$ cat config.mk
export PLATFORM = sky130hd
export DESIGN_NAME = sacc_top
export DESIGN_NICKNAME = d
export VERILOG_FILES = /design/src/sacc_pkg.sv /design/src/sacc_clkdiv.sv /design/src/sacc_format.sv /design/src/sacc_top.sv
export VERILOG_INCLUDE_DIRS = /design/src
export SDC_FILE = /design/constraint.sdc
export NUM_CORES = 1
export LEC_CHECK = 0
export ABC_AREA = 1
export BUFFER_PORTS_ARGS = -buffer_cell sky130_fd_sc_hd__buf_2
export CORE_MARGIN = 10
export CORE_UTILIZATION = 48
export CTS_CLUSTER_SIZE = 20
export DETAILED_ROUTE_END_ITERATION = 12
export GPL_ROUTABILITY_DRIVEN = 0
export PLACE_DENSITY_LB_ADDON = 0.25
export SYNTH_ARGS = -nofsm -noshare
export SYNTH_HDL_FRONTEND = slang
export SYNTH_SLANG_ARGS = --single-unit
$ cat constraint.sdc
create_clock -name clk -period 1.46 [get_ports clk]
set_input_delay 0.146 -clock clk [delete_from_list [all_inputs] [get_ports clk]]
set_output_delay 0.146 -clock clk [all_outputs]
set_load 0.05 [all_outputs]
$ cat src/sacc_cfg.svh
// Constants of the converter control block: reset values, field codes, counts.
// Included by the package, the formatter, the top module and the bench; definitions only.
`ifndef SACC_CFG_SVH
`define SACC_CFG_SVH
`define SACC_NEG_GND       5'h1F
`define SACC_NEG_VREF      5'h1E
`define SACC_POS_TEMP      5'h1E
`define SACC_POS_SUPPLY    5'h1F
`define SACC_SEL_COUNT     25
`define SACC_DIV_RESET     5'h1F
`define SACC_RESULT_BITS   10
`define SACC_TRACK_CLOCKS  4'h3
`define SACC_MODE_SW       3'h0
`define SACC_MODE_T0       3'h1
`define SACC_MODE_T2       3'h2
`define SACC_MODE_T1       3'h3
`define SACC_MODE_PIN      3'h4
`define SACC_MODE_T3       3'h5
`endif

$ cat src/sacc_pkg.sv
// Types shared by the converter control modules.
// Assumes sacc_cfg.svh sits in the include path.
`include "sacc_cfg.svh"
package sacc_pkg;
  typedef enum logic [1:0] {ST_IDLE, ST_TRACK, ST_CONVERT} sacc_state_e;
  typedef struct packed {
    logic [4:0] pos_sel;
    logic [4:0] neg_sel;
    logic [4:0] div;
    logic       left_justify;
    logic [2:0] start_mode;
    logic       low_power_track;
    logic       enable;
  } sacc_cfg_s;
  typedef struct packed {
    logic [7:0] high_byte;
    logic [7:0] low_byte;
  } sacc_result_s;
endpackage

$ cat src/sacc_clkdiv.sv
// Conversion clock divider: one-cycle tick every div+1 system clocks.
// Assumes div is held stable while enabled.
`timescale 1ns/1ps
module sacc_clkdiv (
  // Clock and reset
  input  wire logic       clk,
  input  wire logic       rst,
  // Control
  input  wire logic       run,
  input  wire logic [4:0] div,
  // Tick out
  output logic            tick
);
  typedef struct packed {
    logic [4:0] count;
    logic       tick;
  } sacc_div_s;
  sacc_div_s st;
  sacc_div_s next_st;

  always_comb begin
    next_st = st;
    next_st.tick = 1'b0;
    if (!run) begin
      next_st.count = 5'h00;
    end else if (st.count >= div) begin
      next_st.count = 5'h00;
      next_st.tick = 1'b1;
    end else begin
      next_st.count = st.count + 5'h01;
    end
  end

  always_ff @(posedge clk) begin
    if (rst) begin
      st <= '0;
    end else begin
      st <= next_st;
    end
  end

  assign tick = st.tick;

  tick_period_a: assert property (@(posedge clk) disable iff (rst)
    tick && div != 5'h00
    |=> !tick)
    else $error("divider tick repeated on consecutive cycles");
endmodule

$ cat src/sacc_format.sv
// Result formatter: justification and sign fill of a 10-bit code.
// Pure combinational; caller registers the result.
`timescale 1ns/1ps
`include "sacc_cfg.svh"
module sacc_format (
  // Raw code and format
  input  wire logic [9:0]         code,
  input  wire logic               differential,
  input  wire logic               left_justify,
  // Formatted word
  output sacc_pkg::sacc_result_s  result
);
  always_comb begin
    if (left_justify) begin
      result = {code, 6'h00};
    end else if (differential) begin
      result = {{6{code[9]}}, code};
    end else begin
      result = {6'h00, code};
    end
  end
endmodule

$ cat src/sacc_top.sv
// Conversion control for a 10-bit successive-approximation converter.
// Assumes timer overflow pulses are on clk; start pin and comparator are asynchronous.
`timescale 1ns/1ps
`include "sacc_cfg.svh"
module sacc_top #(
  parameter int RESULT_BITS = `SACC_RESULT_BITS
) (
  // Clock and reset
  input  wire logic                  clk,
  input  wire logic                  rst,
  // Configuration
  input  wire sacc_pkg::sacc_cfg_s   cfg,
  // Software start, flag clear and interrupt enable
  input  wire logic                  sw_start,
  input  wire logic                  complete_clear,
  input  wire logic                  irq_enable,
  // Start sources
  input  wire logic                  timer0_overflow,
  input  wire logic                  timer1_overflow,
  input  wire logic                  timer2_low_overflow,
  input  wire logic                  timer2_high_overflow,
  input  wire logic                  timer2_split_8bit,
  input  wire logic                  timer3_low_overflow,
  input  wire logic                  timer3_high_overflow,
  input  wire logic                  timer3_split_8bit,
  input  wire logic                  external_start_pin,
  // Analog front end
  input  wire logic                  comparator_high,
  output logic                       analog_power_on,
  output logic                       track_enable,
  output logic [4:0]                 positive_input_select,
  output logic [4:0]                 negative_input_select,
  output logic                       differential_mode,
  output logic [RESULT_BITS-1:0]     dac_code,
  // Status and result
  output logic                       conversion_busy_bit,
  output logic                       conversion_complete_flag,
  output logic                       converter_irq,
  output logic [7:0]                 result_high_byte,
  output logic [7:0]                 result_low_byte
);
  typedef struct packed {
    sacc_pkg::sacc_state_e  state;
    logic [2:0]             pin_sync;
    logic                   pin_level;
    logic [2:0]             cmp_sync;
    logic                   cmp_level;
    logic [3:0]             track_count;
    logic [3:0]             bit_index;
    logic [RESULT_BITS-1:0] sar;
    logic                   busy;
    logic                   busy_last;
    logic                   complete;
    sacc_pkg::sacc_result_s result;
  } sacc_top_s;

  sacc_top_s              st;
  sacc_top_s              next_st;
  logic                   conv_tick;
  logic                   div_run;
  logic                   single_ended;
  logic                   pin_rise;
  logic                   trigger;
  logic                   cmp_now;
  logic                   track_first;
  logic [RESULT_BITS-1:0] trial;
  sacc_pkg::sacc_result_s formatted;

  assign single_ended = (cfg.neg_sel == `SACC_NEG_GND);
  assign div_run = cfg.enable && (st.state != sacc_pkg::ST_IDLE);

  sacc_clkdiv u_div (
    .clk  (clk),
    .rst  (rst),
    .run  (div_run),
    .div  (cfg.div),
    .tick (conv_tick)
  );

  // Pin edge only seen once second and third stages agree
  assign pin_rise = (st.pin_sync[2:1] == 2'b11) && !st.pin_level;

  // Comparator bit counts once the last two stages agree, saving a cycle per bit
  assign cmp_now = (st.cmp_sync[2] == st.cmp_sync[1]) ? st.cmp_sync[2] : st.cmp_level;
  // Pin start in low-power mode converts at once: the pin's low phase was the tracking
  assign track_first = cfg.low_power_track && (cfg.start_mode != `SACC_MODE_PIN);

  always_comb begin
    trigger = 1'b0;
    case (cfg.start_mode)
      `SACC_MODE_SW:  trigger = sw_start;
      `SACC_MODE_T0:  trigger = timer0_overflow;
      `SACC_MODE_T1:  trigger = timer1_overflow;
      `SACC_MODE_T2:  trigger = timer2_split_8bit ? timer2_low_overflow : timer2_high_overflow;
      `SACC_MODE_T3:  trigger = timer3_split_8bit ? timer3_low_overflow : timer3_high_overflow;
      `SACC_MODE_PIN: trigger = pin_rise;
      default:        trigger = 1'b0;
    endcase
  end

  // Current trial bit set on top of bits already resolved
  always_comb begin
    trial = st.sar;
    trial[st.bit_index] = 1'b1;
  end

  sacc_format u_fmt (
    .code         (st.sar),
    .differential (!single_ended),
    .left_justify (cfg.left_justify),
    .result       (formatted)
  );

  always_comb begin
    next_st = st;
    next_st.pin_sync = {st.pin_sync[1:0], external_start_pin};
    if (st.pin_sync[2] == st.pin_sync[1]) begin
      next_st.pin_level = st.pin_sync[2];
    end
    next_st.cmp_sync = {st.cmp_sync[1:0], comparator_high};
    if (st.cmp_sync[2] == st.cmp_sync[1]) begin
      next_st.cmp_level = st.cmp_sync[2];
    end
    next_st.busy_last = st.busy;
    // Set beats clear when both land together
    if (complete_clear) begin
      next_st.complete = 1'b0;
    end
    if (st.busy_last && !st.busy) begin
      next_st.complete = 1'b1;
    end
    if (!cfg.enable) begin
      next_st.state = sacc_pkg::ST_IDLE;
      next_st.busy = 1'b0;
    end else begin
      case (st.state)
        sacc_pkg::ST_IDLE: begin
          if (trigger) begin
            next_st.busy = 1'b1;
            next_st.sar = '0;
            next_st.bit_index = 4'(RESULT_BITS - 1);
            next_st.track_count = 4'h0;
            next_st.state = track_first ? sacc_pkg::ST_TRACK : sacc_pkg::ST_CONVERT;
          end
        end
        sacc_pkg::ST_TRACK: begin
          if (conv_tick) begin
            if (st.track_count == `SACC_TRACK_CLOCKS - 4'h1) begin
              next_st.state = sacc_pkg::ST_CONVERT;
            end else begin
              next_st.track_count = st.track_count + 4'h1;
            end
          end
        end
        sacc_pkg::ST_CONVERT: begin
          // Further triggers fall here and are dropped
          if (conv_tick) begin
            next_st.sar[st.bit_index] = cmp_now;
            if (st.bit_index == 4'h0) begin
              next_st.state = sacc_pkg::ST_IDLE;
              next_st.busy = 1'b0;
            end else begin
              next_st.bit_index = st.bit_index - 4'h1;
            end
          end
        end
        default: next_st.state = sacc_pkg::ST_IDLE;
      endcase
    end
    // Result latched one clock after busy falls
    if (st.busy_last && !st.busy) begin
      next_st.result = formatted;
    end
  end

  always_ff @(posedge clk) begin
    if (rst) begin
      st <= '0;
    end else begin
      st <= next_st;
    end
  end

  assign analog_power_on = cfg.enable;
  // Pin start in low-power mode tracks while pin low
  always_comb begin
    if (!cfg.enable) begin
      track_enable = 1'b0;
    end else if (cfg.low_power_track && cfg.start_mode == `SACC_MODE_PIN) begin
      track_enable = (st.state == sacc_pkg::ST_IDLE) ? !st.pin_level : (st.state == sacc_pkg::ST_TRACK);
    end else if (cfg.low_power_track) begin
      track_enable = (st.state == sacc_pkg::ST_TRACK);
    end else begin
      track_enable = (st.state != sacc_pkg::ST_CONVERT);
    end
  end
  assign positive_input_select = cfg.pos_sel;
  assign negative_input_select = cfg.neg_sel;
  assign differential_mode = !single_ended;
  assign dac_code = (st.state == sacc_pkg::ST_CONVERT) ? trial : st.sar;
  assign conversion_busy_bit = st.busy;
  assign conversion_complete_flag = st.complete;
  assign converter_irq = st.complete && irq_enable;
  assign result_high_byte = st.result.high_byte;
  assign result_low_byte = st.result.low_byte;

  // Enable, start and sequencing checks
  off_idle_a: assert property (@(posedge clk) disable iff (rst)
    !cfg.enable
    |=> !conversion_busy_bit)
    else $error("busy while disabled");

  start_busy_a: assert property (@(posedge clk) disable iff (rst)
    cfg.enable && st.state == sacc_pkg::ST_IDLE && trigger
    |=> conversion_busy_bit)
    else $error("start did not raise busy");

  busy_hold_a: assert property (@(posedge clk) disable iff (rst)
    cfg.enable && conversion_busy_bit
    && !(st.state == sacc_pkg::ST_CONVERT && conv_tick && st.bit_index == 4'h0)
    |=> conversion_busy_bit)
    else $error("busy dropped before the last bit");

  ignore_start_a: assert property (@(posedge clk) disable iff (rst)
    st.state == sacc_pkg::ST_CONVERT && !conv_tick && cfg.enable
    |=> st.state == sacc_pkg::ST_CONVERT)
    else $error("conversion disturbed");

  bit_order_a: assert property (@(posedge clk) disable iff (rst)
    cfg.enable && st.state == sacc_pkg::ST_CONVERT && conv_tick && st.bit_index != 4'h0
    |=> st.bit_index == $past(st.bit_index) - 4'h1)
    else $error("result bits not resolved msb first");

  track_len_a: assert property (@(posedge clk) disable iff (rst)
    $rose(st.state == sacc_pkg::ST_TRACK)
    |-> st.track_count == 4'h0)
    else $error("tracking count not restarted");

  track_exit_a: assert property (@(posedge clk) disable iff (rst)
    cfg.enable && st.state == sacc_pkg::ST_TRACK && conv_tick
    && st.track_count == `SACC_TRACK_CLOCKS - 4'h1
    |=> st.state == sacc_pkg::ST_CONVERT)
    else $error("tracking did not end after three clocks");

  pin_direct_a: assert property (@(posedge clk) disable iff (rst)
    cfg.enable && cfg.low_power_track && cfg.start_mode == `SACC_MODE_PIN
    && st.state == sacc_pkg::ST_IDLE && trigger
    |=> st.state == sacc_pkg::ST_CONVERT)
    else $error("pin start tracked again after its edge");

  t2_half_a: assert property (@(posedge clk) disable iff (rst)
    cfg.enable && st.state == sacc_pkg::ST_IDLE && cfg.start_mode == `SACC_MODE_T2
    && timer2_split_8bit && !timer2_low_overflow
    |=> !conversion_busy_bit)
    else $error("8-bit timer 2 started without low overflow");

  t3_half_a: assert property (@(posedge clk) disable iff (rst)
    cfg.enable && st.state == sacc_pkg::ST_IDLE && cfg.start_mode == `SACC_MODE_T3
    && !timer3_split_8bit && !timer3_high_overflow
    |=> !conversion_busy_bit)
    else $error("16-bit timer 3 started without high overflow");

  // Mode and tracking checks
  mode_select_a: assert property (@(posedge clk) disable iff (rst)
    (cfg.neg_sel == 5'h1F)
    |-> !differential_mode)
    else $error("ground negative not single-ended");

  cont_track_a: assert property (@(posedge clk) disable iff (rst)
    cfg.enable && !cfg.low_power_track && st.state == sacc_pkg::ST_CONVERT
    |-> !track_enable)
    else $error("tracking during conversion");

  lp_idle_a: assert property (@(posedge clk) disable iff (rst)
    cfg.enable && cfg.low_power_track && cfg.start_mode != `SACC_MODE_PIN
    && st.state != sacc_pkg::ST_TRACK
    |-> !track_enable)
    else $error("low-power tracking outside its window");

  // Result format checks
  result_load_a: assert property (@(posedge clk) disable iff (rst)
    $fell(conversion_busy_bit) && !cfg.left_justify && single_ended && $stable(cfg)
    |=> result_high_byte[7:2] == 6'h00)
    else $error("unused result bits not zero");

  result_lj_a: assert property (@(posedge clk) disable iff (rst)
    $fell(conversion_busy_bit) && cfg.left_justify && $stable(cfg)
    |=> result_low_byte[5:0] == 6'h00)
    else $error("left-justified low bits not zero");

  result_sign_a: assert property (@(posedge clk) disable iff (rst)
    $fell(conversion_busy_bit) && !cfg.left_justify && !single_ended && $stable(cfg)
    |=> result_high_byte[7:2] == {6{result_high_byte[1]}})
    else $error("sign fill wrong");

  result_code_a: assert property (@(posedge clk) disable iff (rst)
    $fell(conversion_busy_bit) && !cfg.left_justify && $stable(cfg)
    |=> {result_high_byte[1:0], result_low_byte} == $past(st.sar))
    else $error("right-justified code not loaded");

  result_left_a: assert property (@(posedge clk) disable iff (rst)
    $fell(conversion_busy_bit) && cfg.left_justify && $stable(cfg)
    |=> {result_high_byte, result_low_byte[7:6]} == $past(st.sar))
    else $error("left-justified code not loaded");

  // Flag and interrupt checks
  busy_fall_a: assert property (@(posedge clk) disable iff (rst)
    $fell(conversion_busy_bit)
    |=> conversion_complete_flag)
    else $error("complete flag not set after busy fell");

  clear_flag_a: assert property (@(posedge clk) disable iff (rst)
    complete_clear && !(st.busy_last && !st.busy)
    |=> !conversion_complete_flag)
    else $error("complete flag not cleared");

  irq_gate_a: assert property (@(posedge clk) disable iff (rst)
    $fell(conversion_busy_bit)
    |=> converter_irq == irq_enable)
    else $error("interrupt not raised at completion");

  // Main scenarios
  cover_sw_c: cover property (@(posedge clk) cfg.start_mode == 3'h0 && $fell(conversion_busy_bit));
  cover_pin_c: cover property (@(posedge clk) cfg.low_power_track && pin_rise && st.state == sacc_pkg::ST_IDLE);
  cover_diff_c: cover property (@(posedge clk) differential_mode && $fell(conversion_busy_bit));
  cover_track_c: cover property (@(posedge clk) $fell(st.state == sacc_pkg::ST_TRACK));
  cover_abort_c: cover property (@(posedge clk) conversion_busy_bit && !cfg.enable);
endmodule

==> impl_metrics.json <==
{
  "hold-path-cell-count": 3,
  "hold_viol": 0,
  "post-route-period-util_pct": 113,
  "dieArea_sq_um": 9740,
  "slew_headroom_pct": 70.1,
  "hold_buffers": 0,
  "ir_drop_mv": 0.788,
  "critPathSlowestCell": "dfxtp_2",
  "overflow": 0,
  "grt_pass1_wl_mm": 13.2,
  "yosysWarnings": 0,
  "route.detailed.drc": 0,
  "numCtsBuffers": 5,
  "cts_buffer_depth": 2,
  "post_drt_wl_per_cell_um": 14.3,
  "cts.clk_slew.worst_paths_ps": 100,
  "finalWorstSetupSlack_ps": -191,
  "start_util_pct": 49.9,
  "r2r_slack_ps": -100,
  "core_sq_um": 5960,
  "pwr_density_cell_nw_per_um2": 831,
  "yosys.area.top_type_share_pct": 35.7,
  "fin_crit_ps": 1650,
  "clock_latency_ps": 320,
  "cp_num_cells": 6,
  "worst_pin_slew_ps": 448,
  "fp-row-count": 28,
  "path_max_fanout": 4,
  "hp-class": "in -> reg",
  "htreeDepth": 2,
  "status": "finished with violations",
  "avgSynthCellArea_sq_um": 7.06,
  "ys_seq_area_share_pct": 35.7,
  "cts_tree": "yes",
  "slowest_delay_ps": 330,
  "path_cells": "buf_4 -> ha_4 -> nand3_4 -> nor2_2 -> or2_4 -> buf_8",
  "area_delta_synth_final_pct": 37.7,
  "dp_hpwl_mm": 5.77,
  "async_flop_share_pct": 0,
  "post_drt_via_cell_ratio": 5.14,
  "routed_wl_mm": 8.19,
  "slew_viol_final": 0,
  "synth_area_leaders": "dfxtp_1 (36%), nand2_1 (9.5%), a21oi_1 (8.1%)",
  "skew_ps": 11.1,
  "synth_area_sq_um": 2970,
  "synth-edff-count": 0,
  "path_delay_family": "simple AND/OR/NAND/NOR gates",
  "ys_seq_elements": 53,
  "drt_iter0_markers": 83,
  "cap_viol_max_count": 0,
  "vias": 2948,
  "ioPinCount": 78,
  "finalSetupViolCount": 29,
  "worst_setup_path_start_kind": "flop",
  "portBuffers": 67,
  "dr.pass1.iters": 4,
  "grt_use_total_pct": 15.9,
  "drive_above_1_share_pct": 41.2,
  "max_freq_mhz": 606,
  "crit_buf_inv": 2,
  "cts_sinks": 53,
  "p_total_uw": 3400,
  "critPathKind": "reg -> out",
  "violations": "negative setup slack",
  "syn_nets": 471,
  "p_leak_uw": 0.00174,
  "die_y_um": 98.7,
  "synth.distinct_cells": 32,
  "synth_ff_type": "dfxtp_1",
  "die_x_um": 98.7,
  "insertedDiodeCount": 0,
  "fin_nets": 547,
  "grt_start_max_net_pins": 24,
  "rsz0062_at_grt": "yes",
  "final_antenna_net_count": 0,
  "antenna_found_initial": 0,
  "grt_pass1_vias": 2915,
  "synth_area_leader_cell": "dfxtp_1",
  "synth_cells": 421,
  "ctsRootBufferMaster": "clkbuf_8",
  "ff2ff_path_depth": 10,
  "worstPathArrival_ps": 1510,
  "cp-end-kind": "primary output",
  "final_core_util_pct": 68.8,
  "cp.required_ps": 1310
}
worst paths after layout:
check | from | endpoint
max | st[29]$_SDFFE_PP0P_ | dac_code[5]
min | external_start_pin | next_st[43]$_SDFF_PP0_
max reg2reg | st[44]$_SDFF_PP0_ | st[25]$_SDFFE_PP0P_
min reg2reg | next_st[39]$_SDFF_PP0_ | next_st[40]$_SDFF_PP0_
synth_stat cells, types with 2 or more instances:
| library cell | count |
|---|---|
| or2_2 | 9 |
| nor2_2 | 4 |
| buf_2 | 5 |
| nand4_1 | 25 |
| xor2_1 | 2 |
| inv_2 | 2 |
| nand2_1 | 75 |
| and3_1 | 2 |
| nand2_2 | 2 |
| buf_4 | 28 |
| nor2_1 | 44 |
| xnor2_1 | 4 |
| o21ai_0 | 15 |
| inv_1 | 39 |
| a21oi_1 | 48 |
| nand3_1 | 26 |
| clkbuf_1 | 10 |
| dfxtp_1 | 53 |
| nor3_1 | 2 |
| ha_1 | 14 |
sequential cells by signal, indices dropped and copies added, names as in the netlist:
register	flops
conversion_complete_flag	1
st	25
next_st	4
u_div.tick	1
result_low_byte	8
result_high_byte	8
conversion_busy_bit	1
u_div.st	5
cells by family after synthesis:
kind of cell,synth area share (%)
flops,35.7
compound gates,12.7
buf+inv,14.6
fa+ha+maj,5.89
xor+xnor,1.77
simple gates,29.4
worst min-delay path, stage by stage:
cell    delay [ps]
buf_2           80
inv_1           30
nor2_1          60
stage by stage:
stage	hold WS, ps	std cells	setup WS [ps]	TNS, ps	cell area, sq um
after floorplan	253	421	-19.9	-119	2990
after global placement	293	557	-41.7	-240	3430
after detailed placement	293	557	-115	-529	3430
after CTS	19.3	569	-178	-1760	3930
after global routing	54.3	573	-246	-5840	4100
final	28.5	573	-191	-3060	4100
power by group:
| group | internal [uW] | switching (uW) |
|---|---|---|
| logic | 341 | 531 |
| clock network | 514 | 507 |
| registers | 1490 | 25.1 |
| total | 2340 | 1060 |
metal layers:
metal	track usage [%]	part of all wire [%]	wire length, um	vias up
li1	-	-	-	1504
met1	17.1	41	3320	1370
met2	28.8	53	4330	61
met3	4.89	4.9	400	13
met4	4.96	1.6	129	0
met5	0	0	0	-
final cells by class:
cell class,instances,area [sq um]
repair buffers,113,832
well taps,75,93.8
clock inverters,3,46.3
clock buffers,5,68.8
inverters,42,166
multi-input cells,282,1810
flip-flops and latches,53,1080
fillers,494,1860
placed cells by master (no fill, tap or decap), types with 13 or more instances in the layout:
cell type   n
a21oi_1    37
inv_1      35
nor2_1     40
nand4_1    25
dfxtp_2    13
nand2_1    65
dfxtp_1    40
buf_4      35
nand3_1    18
o21ai_0    14
buf_2      56
what timing repair did:
action                                  CTS  global route
endpoints found under the setup margin   30            37
hold endpoints to repair                  0             0
pin swaps                                11            16
buffers inserted                          4             4
resized for setup                        97            33
Power figures use the tool's default switching activity.
